[config.mk]
export PLATFORM = sky130hd
export DESIGN_NAME = cow0_regbank
export DESIGN_NICKNAME = d
export VERILOG_FILES = /design/src/cow0_pkg.sv /design/src/cow0_regbank.sv
export SDC_FILE = /design/constraint.sdc
export NUM_CORES = 1
export LEC_CHECK = 0
export BUFFER_PORTS_ARGS = -buffer_cell sky130_fd_sc_hd__buf_2
export CAP_MARGIN = 0
export CELL_PAD_IN_SITES_DETAIL_PLACEMENT = 0
export CELL_PAD_IN_SITES_GLOBAL_PLACEMENT = 1
export CORE_UTILIZATION = 47
export CTS_CLUSTER_DIAMETER = 80
export DETAILED_ROUTE_END_ITERATION = 12
export PLACE_DENSITY_LB_ADDON = 0.12
export SYNTH_ARGS = -nofsm -noshare
export SYNTH_HDL_FRONTEND = slang
export SYNTH_SLANG_ARGS = --single-unit
[constraint.sdc]
create_clock -name i_clk_sys -period 4.5 [get_ports i_clk_sys]
set_input_delay 0.225 -clock i_clk_sys [delete_from_list [all_inputs] [get_ports i_clk_sys]]
set_output_delay 0.225 -clock i_clk_sys [all_outputs]
set_load 0.03 [all_outputs]
[src/cow0_pkg.sv]
// Constants and types for the charger option word zero register bank.
// Assumes a byte-wide register port decoded elsewhere into offset, strobes and data.
package cow0_pkg;
  localparam logic [7:0]  COW0_OFS_LO       = 8'h00;
  localparam logic [7:0]  COW0_OFS_HI       = 8'h01;
  localparam logic [15:0] COW0_RESET        = 16'hE70E;
  localparam int          COW0_BIT_LOWPWR   = 15;
  localparam int          COW0_BIT_WDT_HI   = 14;
  localparam int          COW0_BIT_WDT_LO   = 13;
  localparam int          COW0_BIT_AUTOOFF  = 12;
  localparam int          COW0_BIT_REVGOOD  = 11;
  localparam int          COW0_BIT_AUDIBLE  = 10;
  localparam int          COW0_BIT_RATE     = 9;
  localparam int          COW0_BIT_STRONG   = 8;
  localparam int          COW0_BIT_LOOPEN   = 1;
  localparam logic [1:0]  COW0_WDT_OFF      = 2'h0;
  localparam logic [1:0]  COW0_WDT_5S       = 2'h1;
  localparam logic [1:0]  COW0_WDT_88S      = 2'h2;
  localparam longint      COW0_CLK_HZ       = 20000000;
  localparam longint      COW0_WDT_A_SEC    = 5;
  localparam longint      COW0_WDT_B_SEC    = 88;
  localparam longint      COW0_WDT_C_SEC    = 175;
  localparam longint      COW0_WDT_A_CYC    = COW0_WDT_A_SEC * COW0_CLK_HZ;
  localparam longint      COW0_WDT_B_CYC    = COW0_WDT_B_SEC * COW0_CLK_HZ;
  localparam longint      COW0_WDT_C_CYC    = COW0_WDT_C_SEC * COW0_CLK_HZ;

  typedef struct packed {
    logic       regulator_on;
    logic       hot_alert_on;
    logic       monitor_buf_on;
    logic       comparator_on;
    logic       adc_avail;
  } cow0_power_s;

  typedef struct packed {
    logic       rate_800k;
    logic       audible_clamp;
    logic       strong_drive_on;
  } cow0_switch_s;
endpackage

[src/cow0_regbank.sv]
// Register bank for charger option word zero with watchdog and loop auto-off.
// Assumes a decoded byte register port and synchronous pin inputs on i_clk_sys.
`timescale 1ns/100ps
module cow0_regbank
  import cow0_pkg::*;
#(
  parameter longint WDT_A_CYC = COW0_WDT_A_CYC,
  parameter longint WDT_B_CYC = COW0_WDT_B_CYC,
  parameter longint WDT_C_CYC = COW0_WDT_C_CYC
) (
  input  wire logic        i_clk_sys,
  input  wire logic        i_sys_rst,
  input  wire logic        i_reg_wr,
  input  wire logic        i_reg_rd,
  input  wire logic [7:0]  i_reg_addr,
  input  wire logic [7:0]  i_reg_wdata,
  output logic      [7:0]  o_reg_rdata,
  input  wire logic        i_chg_cur_wr,
  input  wire logic        i_chg_volt_wr,
  input  wire logic        i_battery_present_n_pin,
  input  wire logic        i_adapter_present,
  input  wire logic        i_reverse_mode,
  input  wire logic        i_adapter_good_raw,
  input  wire logic        i_hot_alert_lowpower_enable,
  input  wire logic        i_hot_alert_set,
  input  wire logic        i_monitor_buf_set,
  input  wire logic        i_comparator_set,
  output logic             o_charge_current_force_zero,
  output logic             o_input_limit_loop_enable,
  output logic             o_adapter_good_output,
  output cow0_power_s      o_power,
  output cow0_switch_s     o_switch
);

  initial begin
    if (WDT_A_CYC < 1 || WDT_B_CYC < WDT_A_CYC || WDT_C_CYC < WDT_B_CYC ||
        WDT_C_CYC >= 64'h1_0000_0000) begin
      $error("cow0_regbank: watchdog counts out of range");
    end
  end

  logic [15:0] word_q;
  logic [31:0] wdt_cnt_q;
  logic        wdt_expired_q;
  logic        bat_n_q;
  logic        wr_lo;
  logic        wr_hi;
  logic        bat_only;
  logic        lowpwr;
  logic [31:0] wdt_limit;

  assign wr_lo    = i_reg_wr && (i_reg_addr == COW0_OFS_LO);
  assign wr_hi    = i_reg_wr && (i_reg_addr == COW0_OFS_HI);
  assign bat_only = !i_adapter_present && i_battery_present_n_pin;
  assign lowpwr   = word_q[COW0_BIT_LOWPWR] && bat_only;

  always_comb begin
    unique case (word_q[COW0_BIT_WDT_HI:COW0_BIT_WDT_LO])
      COW0_WDT_5S:  wdt_limit = 32'(WDT_A_CYC);
      COW0_WDT_88S: wdt_limit = 32'(WDT_B_CYC);
      default:      wdt_limit = 32'(WDT_C_CYC);
    endcase
  end

  // Word storage; the loop enable is cleared when the pin falls low and auto-off is set.
  always_ff @(posedge i_clk_sys) begin
    bat_n_q <= i_sys_rst ? 1'b0 : i_battery_present_n_pin;
    if (i_sys_rst) begin
      word_q <= COW0_RESET;
    end else begin
      if (wr_hi) begin
        word_q[15:8] <= i_reg_wdata;
      end
      if (wr_lo) begin
        word_q[7:0] <= i_reg_wdata;
      end
      if (word_q[COW0_BIT_AUTOOFF] && !i_battery_present_n_pin && bat_n_q) begin
        word_q[COW0_BIT_LOOPEN] <= 1'b0;
      end
    end
  end

  // Watchdog: restarts on charge writes or a write of the period field.
  always_ff @(posedge i_clk_sys) begin
    if (i_sys_rst) begin
      wdt_cnt_q     <= 32'h0;
      wdt_expired_q <= 1'b0;
    end else if (i_chg_cur_wr || i_chg_volt_wr || wr_hi) begin
      wdt_cnt_q     <= 32'h0;
      wdt_expired_q <= 1'b0;
    end else if (word_q[COW0_BIT_WDT_HI:COW0_BIT_WDT_LO] == COW0_WDT_OFF) begin
      wdt_cnt_q <= 32'h0;
    end else if (!wdt_expired_q) begin
      if (wdt_cnt_q >= wdt_limit - 32'h1) begin
        wdt_expired_q <= 1'b1;
      end else begin
        wdt_cnt_q <= wdt_cnt_q + 32'h1;
      end
    end
  end

  // Register read port.
  always_ff @(posedge i_clk_sys) begin
    if (i_sys_rst) begin
      o_reg_rdata <= 8'h00;
    end else if (i_reg_rd) begin
      unique case (i_reg_addr)
        COW0_OFS_LO: o_reg_rdata <= word_q[7:0];
        COW0_OFS_HI: o_reg_rdata <= word_q[15:8];
        default:     o_reg_rdata <= 8'h00;
      endcase
    end
  end

  // Outputs to the charger core.
  always_ff @(posedge i_clk_sys) begin
    if (i_sys_rst) begin
      o_charge_current_force_zero <= 1'b0;
      o_input_limit_loop_enable   <= 1'b1;
      o_adapter_good_output       <= 1'b0;
      o_power                     <= '0;
      o_switch                    <= '0;
    end else begin
      o_charge_current_force_zero <= wdt_expired_q;
      o_input_limit_loop_enable   <= word_q[COW0_BIT_LOOPEN];
      o_adapter_good_output <= i_adapter_good_raw ||
                               (word_q[COW0_BIT_REVGOOD] && i_reverse_mode);
      o_power.regulator_on   <= !lowpwr;
      o_power.adc_avail      <= !lowpwr;
      o_power.monitor_buf_on <= !lowpwr && i_monitor_buf_set;
      o_power.hot_alert_on   <= lowpwr ? i_hot_alert_lowpower_enable
                                       : i_hot_alert_set;
      o_power.comparator_on  <= lowpwr ? i_hot_alert_lowpower_enable
                                       : i_comparator_set;
      o_switch.rate_800k       <= word_q[COW0_BIT_RATE];
      o_switch.audible_clamp   <= word_q[COW0_BIT_AUDIBLE];
      o_switch.strong_drive_on <= !word_q[COW0_BIT_STRONG];
    end
  end

endmodule // cow0_regbank

# ---- Yosys cells after proc, flatten, opt, wreduce, memory -nomap -nowiden
# Index checks and enable logic that the tools add are counted.
dict set report word_totals {
  ramBits 0
  word_cells 54
  reg_bits 68
  latch_bits 0
  output_inout_bits 19
  mem_bits_ro 0
  n_memories 0
}
dict set report classes {
  n_mul 0
  order_cmp 1
  n_eq_ne 3
  n_bitwise 2
  add_sub_neg 2
  reduce_logical 21
  n_mux 8
  n_shift 0
  div 0
}
# cell count
set op_table {}
lappend op_table {{$pmux 32 s2} 1}
lappend op_table {{$add 32x1->32 const B} 1}
lappend op_table {{$ge 32x32->1} 1}
lappend op_table {{$sub 32x1->32 const B} 1}
lappend op_table {{$pmux 8 s2} 1}
lappend op_table {{$eq 8x1->1 const B} 1}
lappend op_table {{$logic_and 1x1->1} 8}
lappend op_table {{$logic_not 8->1} 1}
lappend op_table {{$mux 1} 5}
lappend op_table {{$logic_not 1->1} 4}
lappend op_table {{$logic_or 1x1->1} 3}
lappend op_table {{$reduce_or 3->1} 1}
lappend op_table {{$eq 2x1->1 const B} 1}
lappend op_table {{$eq 2x2->1 const B} 1}
lappend op_table {{$logic_not 2->1} 1}
lappend op_table {{$mux 2} 1}
lappend op_table {{$not 1->1} 2}
lappend op_table {{$reduce_and 2->1} 1}
lappend op_table {{$reduce_bool 2->1} 1}
lappend op_table {{$reduce_or 2->1} 1}

# ---- Depth between registers and ports, before layout
# Gate-level depths: netlist (run 1).
dict set report logic_depth {
  ltp_word 6
  mapped_depth 12
  mapped_depth_nobuf 10
}

# ---- Least setup slack after synthesis (run 1)
# Ideal clock, no wire load.
dict set report synth_path {
  kind {flip-flop to flip-flop}
  from {register word_q[13]}
  to {register wdt_cnt_q[28]}
  arrival_time_ns 2.675
  setup_ns 0.070
  synth_period_minus_slack_ns 2.745
  path_stages_with_launch 12
  slack_ns 1.755
  path_cell_list {dfxtp_1 > inv_1 > ha_1 > inv_1 > ha_1 > and4_1 > a21boi_0 > a211oi_1 > o211ai_4 > clkbuf_2 > or4_1 > a21oi_1}
}
dict set report synth_via {
  elab_chain_len 6
}
# element line
set synth_lines {}
lappend synth_lines {{from (decl)} cow0_regbank.sv:42} ;# logic [15:0] word_q;
lappend synth_lines {{from (signal assigned)} cow0_regbank.sv:72} ;# word_q[15:8] <= i_reg_wdata;
lappend synth_lines {{$eq 2x2->1 or $eq 2x1->1 (tied branches)} cow0_regbank.sv:58} ;# unique case (word_q[COW0_BIT_WDT_HI:COW0_BIT_WDT_LO])
lappend synth_lines {{$pmux 32 s2} cow0_regbank.sv:58}
lappend synth_lines {{$sub 32x1->32} cow0_regbank.sv:94} ;# if (wdt_cnt_q >= wdt_limit - 32'h1) begin
lappend synth_lines {{$ge 32x32->1} cow0_regbank.sv:94}
lappend synth_lines {{$not 1->1 (no line)} -}
lappend synth_lines {{$reduce_and 2->1 (no line)} -}
lappend synth_lines {{to (signal assigned)} cow0_regbank.sv:97} ;# wdt_cnt_q <= wdt_cnt_q + 32'h1;
lappend synth_lines {{to (decl)} cow0_regbank.sv:43} ;# logic [31:0] wdt_cnt_q;
# Parallel ways exist; a longest one is shown, timed or not.
# A chain may end at the register's enable or synchronous reset.

# ---- Final worst setup path (run 1)
dict set report layout_path {
  from {register word_q[13]}
  to {register wdt_cnt_q[12]}
}
# Same word-level chain as after synthesis.

==> results of run 1 <==
worst max-delay path, stage by stage, from the launching register on:
cell	delay [ps]
dfxtp_1	400
inv_1	80
ha_1	390
inv_1	110
ha_1	300
and4_1	200
a21boi_0	120
a211oi_1	400
o211ai_4	330
buf_4	330
or4_1	520
a21oi_1	150
cells in the final DEF (no fill, tap or decap), types with 11 or more instances in the layout:
cell     netlist  layout
o31ai_1       11      11
or4_1         14      14
ha_1          24      24
buf_2          5      48
nand2_1       21      21
o21ai_0       17      17
a21oi_1       41      41
or3_1         18      18
mux2i_1       16      16
nor2_1        42      42
inv_1         17      17
nand3_1       15      15
dfxtp_1       68      68
power by group through the flow:
stage	clock (mW)	sequential [mW]	combinational, mW
after floorplan	0	0.630	0.0241
after global placement	0	0.622	0.0527
after detailed placement	0	0.622	0.0531
after CTS	0.525	0.608	0.0534
after global routing	0.548	0.609	0.0585
final	0.512	0.608	0.0526
worst min-delay path by stage:
stage	from	to	slack, ps	cells past startpoint
after detailed placement	i_monitor_buf_set	o_power[2]	430	2
after global routing	i_monitor_buf_set	o_power[2]	70	2
after CTS	i_monitor_buf_set	o_power[2]	60	2
final	i_monitor_buf_set	o_power[2]	70	2
after global placement	i_monitor_buf_set	o_power[2]	430	2
after floorplan	i_adapter_good_raw	o_adapter_good_output	340	2
metal layers:
metal / share of wire [%] / up-vias
met1: 50 / 1389
li1: - / 1533
met5: 0 / -
met3: 2.1 / 9
met4: 1.4 / 0
met2: 47 / 33
area by class of cell:
cell class / count / area, µm² / area share [%]
clock buffer: 9 / 124 / 3.11
clock inverter: 7 / 75.1 / 1.89
inverter: 17 / 63.8 / 1.60
multi-input combinational: 292 / 1980 / 49.7
sequential: 68 / 1360 / 34.2
tap: 99 / 124 / 3.11
timing repair buffer: 50 / 255 / 6.42
registers in the layout (all words and copies together) (netlist names):
register and flops:
o_power 4, o_charge_current_force_zero 1, o_switch 3, o_adapter_good_output 1, wdt_cnt_q 32, o_reg_rdata 8, word_q 16, wdt_expired_q 1
bat_n_q 1, o_input_limit_loop_enable 1
logic make-up (layout without fill, tap and decap cells):
logic type | count (synthesis) | count (layout) | synth area share [%]
muxes | 17 | 17 | 4.93
and+or+nand+nor | 155 | 155 | 25.6
xor gates and xnor gates | 1 | 1 | 0.252
other | 1 | 1 | 0.108
buffers and inverters | 34 | 83 | 4.10
adders and majority gates | 24 | 24 | 8.63
AOI/OAI and AO/OA | 94 | 94 | 17.3
DFF | 68 | 68 | 39.1
stage by stage:
stage          utilization, %  hold WS (ps)  power, mW  cells
2_1_floorplan               -           342      0.654    394
3_3_place_gp             52.4           431      0.675    526
3_5_place_dp             52.4           432      0.675    526
4_1_cts                  55.2          59.6       1.19    542
5_1_grt                  55.2          66.5       1.22    542
6_report                 55.2          73.6       1.17    542
==> summary.txt, run 1 <==
status - complete, no violations
worst IR drop on VDD - 135 µV
setup_tns - 0 ps
Initial DRT Pass Iterations - 4
Overall Global Routing Usage - 20.5%
Starting Density - 48.2%
max frequency - 0.291 GHz
Mapped Area - 3480 µm²
Rel. slew slack - 49.9%
first-pass GRT wire length - 12.3 mm
Psw - 288 µW
initial antenna violation count - 0
count of different cell masters after synthesis - 51
layout cells sized above 1 - 17.4%
Root Buffer - clkbuf_8
Clock transition at path regs - 80 ps
DRT Wirelength - 7.35 mm
synth cell count leaders - 68 x dfxtp_1, 42 x nor2_1, 41 x a21oi_1
Vias - 2964
vias in the first global route - 2610
combinational power share - 4.5%
Detailed Place HPWL - 5.12 mm
fill count - 722
met1 usage - 28.3%
FF-to-FF path depth - 11
Worst setup SP type - flip-flop
placed inst area - 3780 µm²
critical path class - reg2reg
die area - 7750 µm²
total of max-cap violations - 0
layout net count - 492
Sink Count - 68
Place WS - 1040 ps
Global Route met3 Usage - 3.39%
Yosys top cell area share - 39.1%
GRT overflow - 0
Sw Share - 24.5%
Post-CTS Setup Bufs - 0
Final Critical Period - 3440 ps
LEAKAGE - 1.55 nW
routability cong. - 0.743
hold_buf cts - 0
cell count after synthesis - 394
row cnt - 31
Crit. End Element - flip-flop
H-tree depth - 3
Final WS setup - 1060 ps
YS warnings - 0
width of the die - 88.0 µm
Final setup viols - 0
I/O pin cnt - 49
average cell area after synthesis - 8.83 µm²
die height - 88.0 µm
hold crit path type - in2reg
WP data required - 4770 ps
worst r2r src - word_q[13]
clock buffer count from CTS - 9
R2R setup slack - 1060 ps
DR WL/cell - 13.6 µm
FF-to-FF End - wdt_cnt_q[12]
Clock Latency Late Sink - 350 ps
CTS tree - yes
Async SR Flop Fraction - 0%
# diodes - 0
fraction of the cycle the final worst path needs - 76.4%
clock buffer depth - 2
# DRC - 0
sequential power share - 51.9%
Final Hold Viols - 0
pwr dens - 295 nW/µm²
buffers added on ports - 48
Synth area leader - dfxtp_1
sequential share of the synthesized area - 39.1%
Area Growth Syn to Fin - 14.3%
Initial DRC Count - 170
grt peak-use layer - met2
count leader, synth - dfxtp_1
Synth Net Count - 448
Int Pwr - 884 µW
Worst Skew - 6.29 ps
GR Util met2 - 31.8%
crit path DAT - 3710 ps
Tightest Pin Transition - 749 ps
worst setup path start - word_q[13]
drt via density - 5.47
Post-DRT Antenna Nets - 0
unrepaired setup endpoints after global routing - no
CP Capture Point - wdt_cnt_q[12]
Synth Register Bits - 68
top_reg_cell synth - dfxtp_1
Post-synth EDFFs - 0
Max Slew Vio Count - 0
post-CTS sizing - 0
crit path max fanout - 32
core area - 7210 µm²
Clock Power Share - 43.6%
Design Area, Final - 3980 µm²
cells taking the most area after synthesis - dfxtp_1 39%, ha_1 8.6%, a21oi_1 5.9%, mux2i_1 4.6%, nor2_1 4.5%
largest net degree at the start of global routing - 36
Power figures use the tool's default switching activity.
==> run 2: changes to the inputs <==
ABC_AREA = 1   (was default)
CORE_UTILIZATION = 37   (was 47)
clock period = 2.8 ns   (was 4.5 ns; I/O delays follow)
==> run 2 against run 1 <==
Compared with the run above:
- non-clock buffer count rose by 12
- sequential share of layout area is 5.1 points lower
- clock power grew 47%
- register-to-register slack worse by 780 ps
- worst setup slack got worse by 780 ps
- largest power group unchanged
==> summary.txt, run 2 <==
unrepaired setup endpoints after global routing - no
buffers added on ports - 48
Initial DRT Pass Iterations - 4
# DRC - 0
R2R setup slack - 280 ps
vias in the first global route - 3733
FF-to-FF End - wdt_cnt_q[15]
max frequency - 0.397 GHz
top flop regs - wdt_cnt_q (32), word_q (16), o_reg_rdata (8)
core area - 10500 µm²
status - complete, no violations
initial antenna violation count - 0
Mapped Area - 4050 µm²
commonest non-fill, non-tap cell in the layout - nand2_1
count of different cell masters after synthesis - 31
largest net degree at the start of global routing - 34
sequential share of the synthesized area - 33.6%
layout net count - 735
Final Hold Viols - 0
worst setup path start - word_q[13]
fill count - 1135
cells taking the most area after synthesis - dfxtp_1 34%, nand2_1 18%, nor2_1 8.7%, ha_1 7.4%, nand3_1 5.9%
Worst Skew - 12.9 ps
Crit. End Element - flip-flop
YS warnings - 0
GRT overflow - 0
pwr dens - 397 nW/µm²
most frequent cells in the layout - 197 x nand2_1, 94 x nor2_1, 68 x dfxtp_1
synth cell count leaders - 197 x nand2_1, 94 x nor2_1, 68 x dfxtp_1
hold crit path type - in2reg
CP Capture Point - wdt_cnt_q[15]
Post-synth EDFFs - 0
LEAKAGE - 2.01 nW
drt via density - 4.86
Final setup viols - 0
Detailed Place HPWL - 8.56 mm
Area Growth Syn to Fin - 15.3%
Initial DRC Count - 235
Worst setup SP type - flip-flop
routability cong. - 0.800
Sink Count - 68
clock buffer count from CTS - 9
H-tree depth - 3
WP data required - 3090 ps
Largest register FFs - 32
top_reg_cell synth - dfxtp_1
# diodes - 0
Clock Latency Late Sink - 370 ps
setup_tns - 0 ps
average cell area after synthesis - 6.47 µm²
Async SR Flop Fraction - 0%
Synth Register Bits - 68
crit path DAT - 2810 ps
fin util - 44.6%
layout cells sized above 1 - 12.5%
Synth Net Count - 680
width of the die - 107 µm
Overall Global Routing Usage - 21.8%
cell count after synthesis - 626
count leader, synth - nand2_1
Synth area leader - dfxtp_1
Root Buffer - clkbuf_8
Starting Density - 38.7%
FF-to-FF path depth - 12
die height - 107 µm
Clock transition at path regs - 80 ps
Tightest Pin Transition - 669 ps
row cnt - 37
I/O pin cnt - 49
critical path class - reg2reg
CTS tree - yes
Yosys top cell area share - 33.6%
DRT Wirelength - 11.3 mm
total of max-cap violations - 0
register area - 1360 µm²
Vias - 3993
worst IR drop on VDD - 190 µV
Post-DRT Antenna Nets - 0
area occupied by multi-input gates - 2370 µm²
die area - 11400 µm²
clock buffer depth - 2
Rel. slew slack - 55.1%
worst r2r src - word_q[13]
Largest Register - wdt_cnt_q
min-delay src - i_reverse_mode
first-pass GRT wire length - 19.1 mm
fraction of the cycle the final worst path needs - 90.0%
Final Critical Period - 2520 ps
DR WL/cell - 13.8 µm
crit path max fanout - 21
Max Slew Vio Count - 0
==> run 2: worst min path at each step <==
stage / endpoint / slack [ps] / depth (start not counted)
6_report: o_adapter_good_output / 30 / 3
5_1_grt: o_power[2] / 30 / 2
4_1_cts: o_adapter_good_output / 9 / 3
3_5_place_dp: o_power[3] / 330 / 3
3_3_place_gp: o_power[1] / 340 / 3
2_1_floorplan: o_power[1] / 240 / 2
==> run 2: per-layer routing <==
metal / vias up / share of wire, % / track usage, %
met2: 76 / 43 / 32.9
met4: 0 / 1.7 / 8.81
met1: 1798 / 52 / 31.3
met3: 12 / 3.4 / 2.61
li1: 2107 / - / -
met5: - / 0 / 0
==> run 2: stage by stage <==
| stage | area (µm²) | hold slack [ps] | setup slack (ps) | std cells | total power [mW] |
|---|---|---|---|---|---|
| 2_1_floorplan | 4050 | 243 | 635 | 626 | 1.07 |
| 3_3_place_gp | 4410 | 336 | 384 | 798 | 1.12 |
| 3_5_place_dp | 4410 | 334 | 315 | 798 | 1.12 |
| 4_1_cts | 4660 | 8.75 | 286 | 822 | 1.88 |
| 5_1_grt | 4670 | 29.1 | 36.3 | 822 | 1.94 |
| 6_report | 4670 | 28.4 | 280 | 822 | 1.85 |
==> run 2: timing repair <==
action                                 CTS  global route
buffers inserted                         0             0
setup endpoints to repair                0             1
endpoints found under the hold margin    8             0
resized for setup                        0             1
hold buffers                             8             0
==> run 2: logic make-up after synthesis <==
logic type | after synthesis | share of synthesized area [%]
simple gates | 369 | 38.3
buf+inv | 78 | 8.09
compound gates | 73 | 9.69
flops | 68 | 33.6
fa+ha+maj | 24 | 7.41
xor+xnor | 13 | 2.81
other cells | 1 | 0.0925
==> run 2: where the power goes <==
part | leakage (nW) | internal (mW) | total, mW | switching (mW)
logic | 1.36 | 0.0432 | 0.114 | 0.0709
registers | 0.552 | 0.980 | 0.986 | 0.00650
clock network | 0.0896 | 0.325 | 0.752 | 0.427
==> run 2: layout make-up <==
type / count / area share, %
clock inverter: 7 / 1.13
tap: 136 / 3.64
inverter: 60 / 4.82
multi-input combinational: 480 / 50.8
timing repair buffer: 62 / 7.82
sequential: 68 / 29.1
clock buffer: 9 / 2.65
==> run 2: critical path, cell delays in order (launching register included) <==
cell and delay, ps:
dfxtp_1 360, inv_1 100, ha_1 390, inv_1 120, ha_1 280, nand2_1 80
inv_1 50, a21oi_1 140, nand2_1 110, a21oi_4 230, buf_4 310, nand3_1 120
a21oi_1 150
==> run 3: changes to the inputs <==
BUFFER_PORTS_ARGS = -buffer_cell sky130_fd_sc_hd__buf_4   (was -buffer_cell sky130_fd_sc_hd__buf_2)
==> run 3 against run 2 <==
Compared with the run above:
- wire length is 1.2% higher
- via count increased by 0.10%
- sequential share of layout area decreased by 0.68 points
- clock power is 1% lower
- critical endpoint is now wdt_cnt_q[22]
- first-iteration DRC count decreased by 20%
- worst setup slack better by 30 ps
- critical path type unchanged
- maximum frequency increased by 1.2%
==> summary.txt, run 3 (same netlist as run 2, synthesis figures left out) <==
min-delay src - i_reg_wdata[7]
Clock transition at path regs - 80 ps
WP data required - 3030 ps
worst IR drop on VDD - 245 µV
Detailed Place HPWL - 8.55 mm
Clock Latency Late Sink - 350 ps
Worst Skew - 8.22 ps
die height - 107 µm
worst r2r src - word_q[13]
vias in the first global route - 3875
routability cong. - 0.806
buffers added on ports - 48
Tightest Pin Transition - 632 ps
Worst path slowest cell - dfxtp_1
LEAKAGE - 2.04 nW
clock buffer count from CTS - 9
Sink Count - 68
drt via density - 4.87
Final Critical Period - 2490 ps
Final Hold Slack - 17.3 ps
Psw - 497 µW
status - complete, no violations
Tot Pwr - 1.86 mW
H-tree depth - 3
most frequent cells in the layout - 197 x nand2_1, 94 x nor2_1, 68 x dfxtp_1
fin util - 45.7%
combinational power share - 7.1%
width of the die - 107 µm
commonest non-fill, non-tap cell in the layout - nand2_1
pwr dens - 389 nW/µm²
DRT Wirelength - 11.5 mm
I/O pin cnt - 49
largest net degree at the start of global routing - 34
placed inst area - 4530 µm²
sequential power share - 53.0%
Int Pwr - 1.36 mW
row cnt - 37
CP Buf/Inv Count - 3
Overall Global Routing Usage - 22.1%
hold crit path type - in2reg
Sw Share - 26.7%
CTS tree - yes
Max Slew Vio Count - 0
Final Hold Viols - 0
layout cells sized above 1 - 12.4%
Rel. slew slack - 57.6%
Top delay family on crit path - simple AND/OR/NAND/NOR gates
Vias - 3997
Worst setup SP type - flip-flop
Crit. End Element - flip-flop
Design Area, Final - 4780 µm²
Largest Register - wdt_cnt_q
max frequency - 0.402 GHz
Area Growth Syn to Fin - 18.0%
layout net count - 733
top flop regs - wdt_cnt_q (32), word_q (16), o_reg_rdata (8)
crit path max fanout - 33
Starting Density - 38.7%
GRT overflow - 0
Largest register FFs - 32
fraction of the cycle the final worst path needs - 88.9%
crit path DAT - 2710 ps
Clock Power Share - 39.8%
total of max-cap violations - 0
Initial DRT Pass Iterations - 5
clock buffer depth - 2
die area - 11400 µm²
initial antenna violation count - 0
worst setup path start - word_q[13]
Initial DRC Count - 189
core area - 10500 µm²
CP cell instances - inv_1, ha_1, inv_1, ha_1, nand2_1, inv_2, nand2_1, nand2_1, nand2_1, nand2_1, a21oi_4, nand2_8, nand2_1, a21oi_1
setup_tns - 0 ps
R2R setup slack - 310 ps
CP dominant cell by count - nand2_1
critical path class - reg2reg
Final setup viols - 0
first-pass GRT wire length - 19.5 mm
# DRC - 0
Root Buffer - clkbuf_8
# diodes - 0
Post-DRT Antenna Nets - 0
DR WL/cell - 14.0 µm
unrepaired setup endpoints after global routing - no
Max stage delay on crit path - 370 ps
Post-CTS Setup Bufs - 0
-- run 3: layer usage --
metal / GRT usage [%] / routed length, µm / vias to the layer above / share of wire [%]
met5: 0 / 0 / - / 0
met3: 3.22 / 432 / 11 / 3.8
li1: - / - / 2102 / -
met4: 7.14 / 124 / 0 / 1.1
met2: 34.7 / 5120 / 63 / 45
met1: 31.1 / 5810 / 1821 / 51
-- run 3: tightest hold or removal path, cell delays in order --
cell      delay (ps)
buf_4             90
nand2_1           50
o211ai_1          60
-- run 3: cell type report --
type,count,area (µm²)
Sequential cell,68,1360
Multi-Input combinational cell,480,2370
Clock inverter,7,48.8
Inverter,60,225
Clock buffer,9,124
Fill cell,1130,5680
Timing Repair Buffer,60,480
Tap cell,136,170
-- run 3: through the flow --
step	std cells	setup slack (ps)
after detailed placement	797	242
after global routing	820	43.9
after global placement	797	309
final	820	311
after floorplan	626	635
after CTS	820	212
-- run 3: path summary, 6_finish.rpt --
path / endpoint / cells past startpoint
hold / removal: word_q[15] / 3
setup reg to reg: wdt_cnt_q[22] / 14
setup / recovery: wdt_cnt_q[22] / 14
hold reg to reg: o_switch[0] / 1
-- run 3: repair_timing --
| item | CTS | global route |
|---|---|---|
| endpoints found under the hold margin | 6 | 0 |
| endpoints found under the setup margin | 0 | 17 |
| resized for setup | 0 | 1 |
| hold buffers | 7 | 0 |
-- run 3: power by group through the flow --
stage          Sequential, mW  Combinational (mW)  Clock, mW
2_1_floorplan            1.03              0.0408          0
3_3_place_gp             1.01               0.125          0
3_5_place_dp             1.01               0.126          0
4_1_cts                 0.988               0.133      0.764
5_1_grt                 0.989               0.147      0.812
6_report                0.987               0.133      0.742
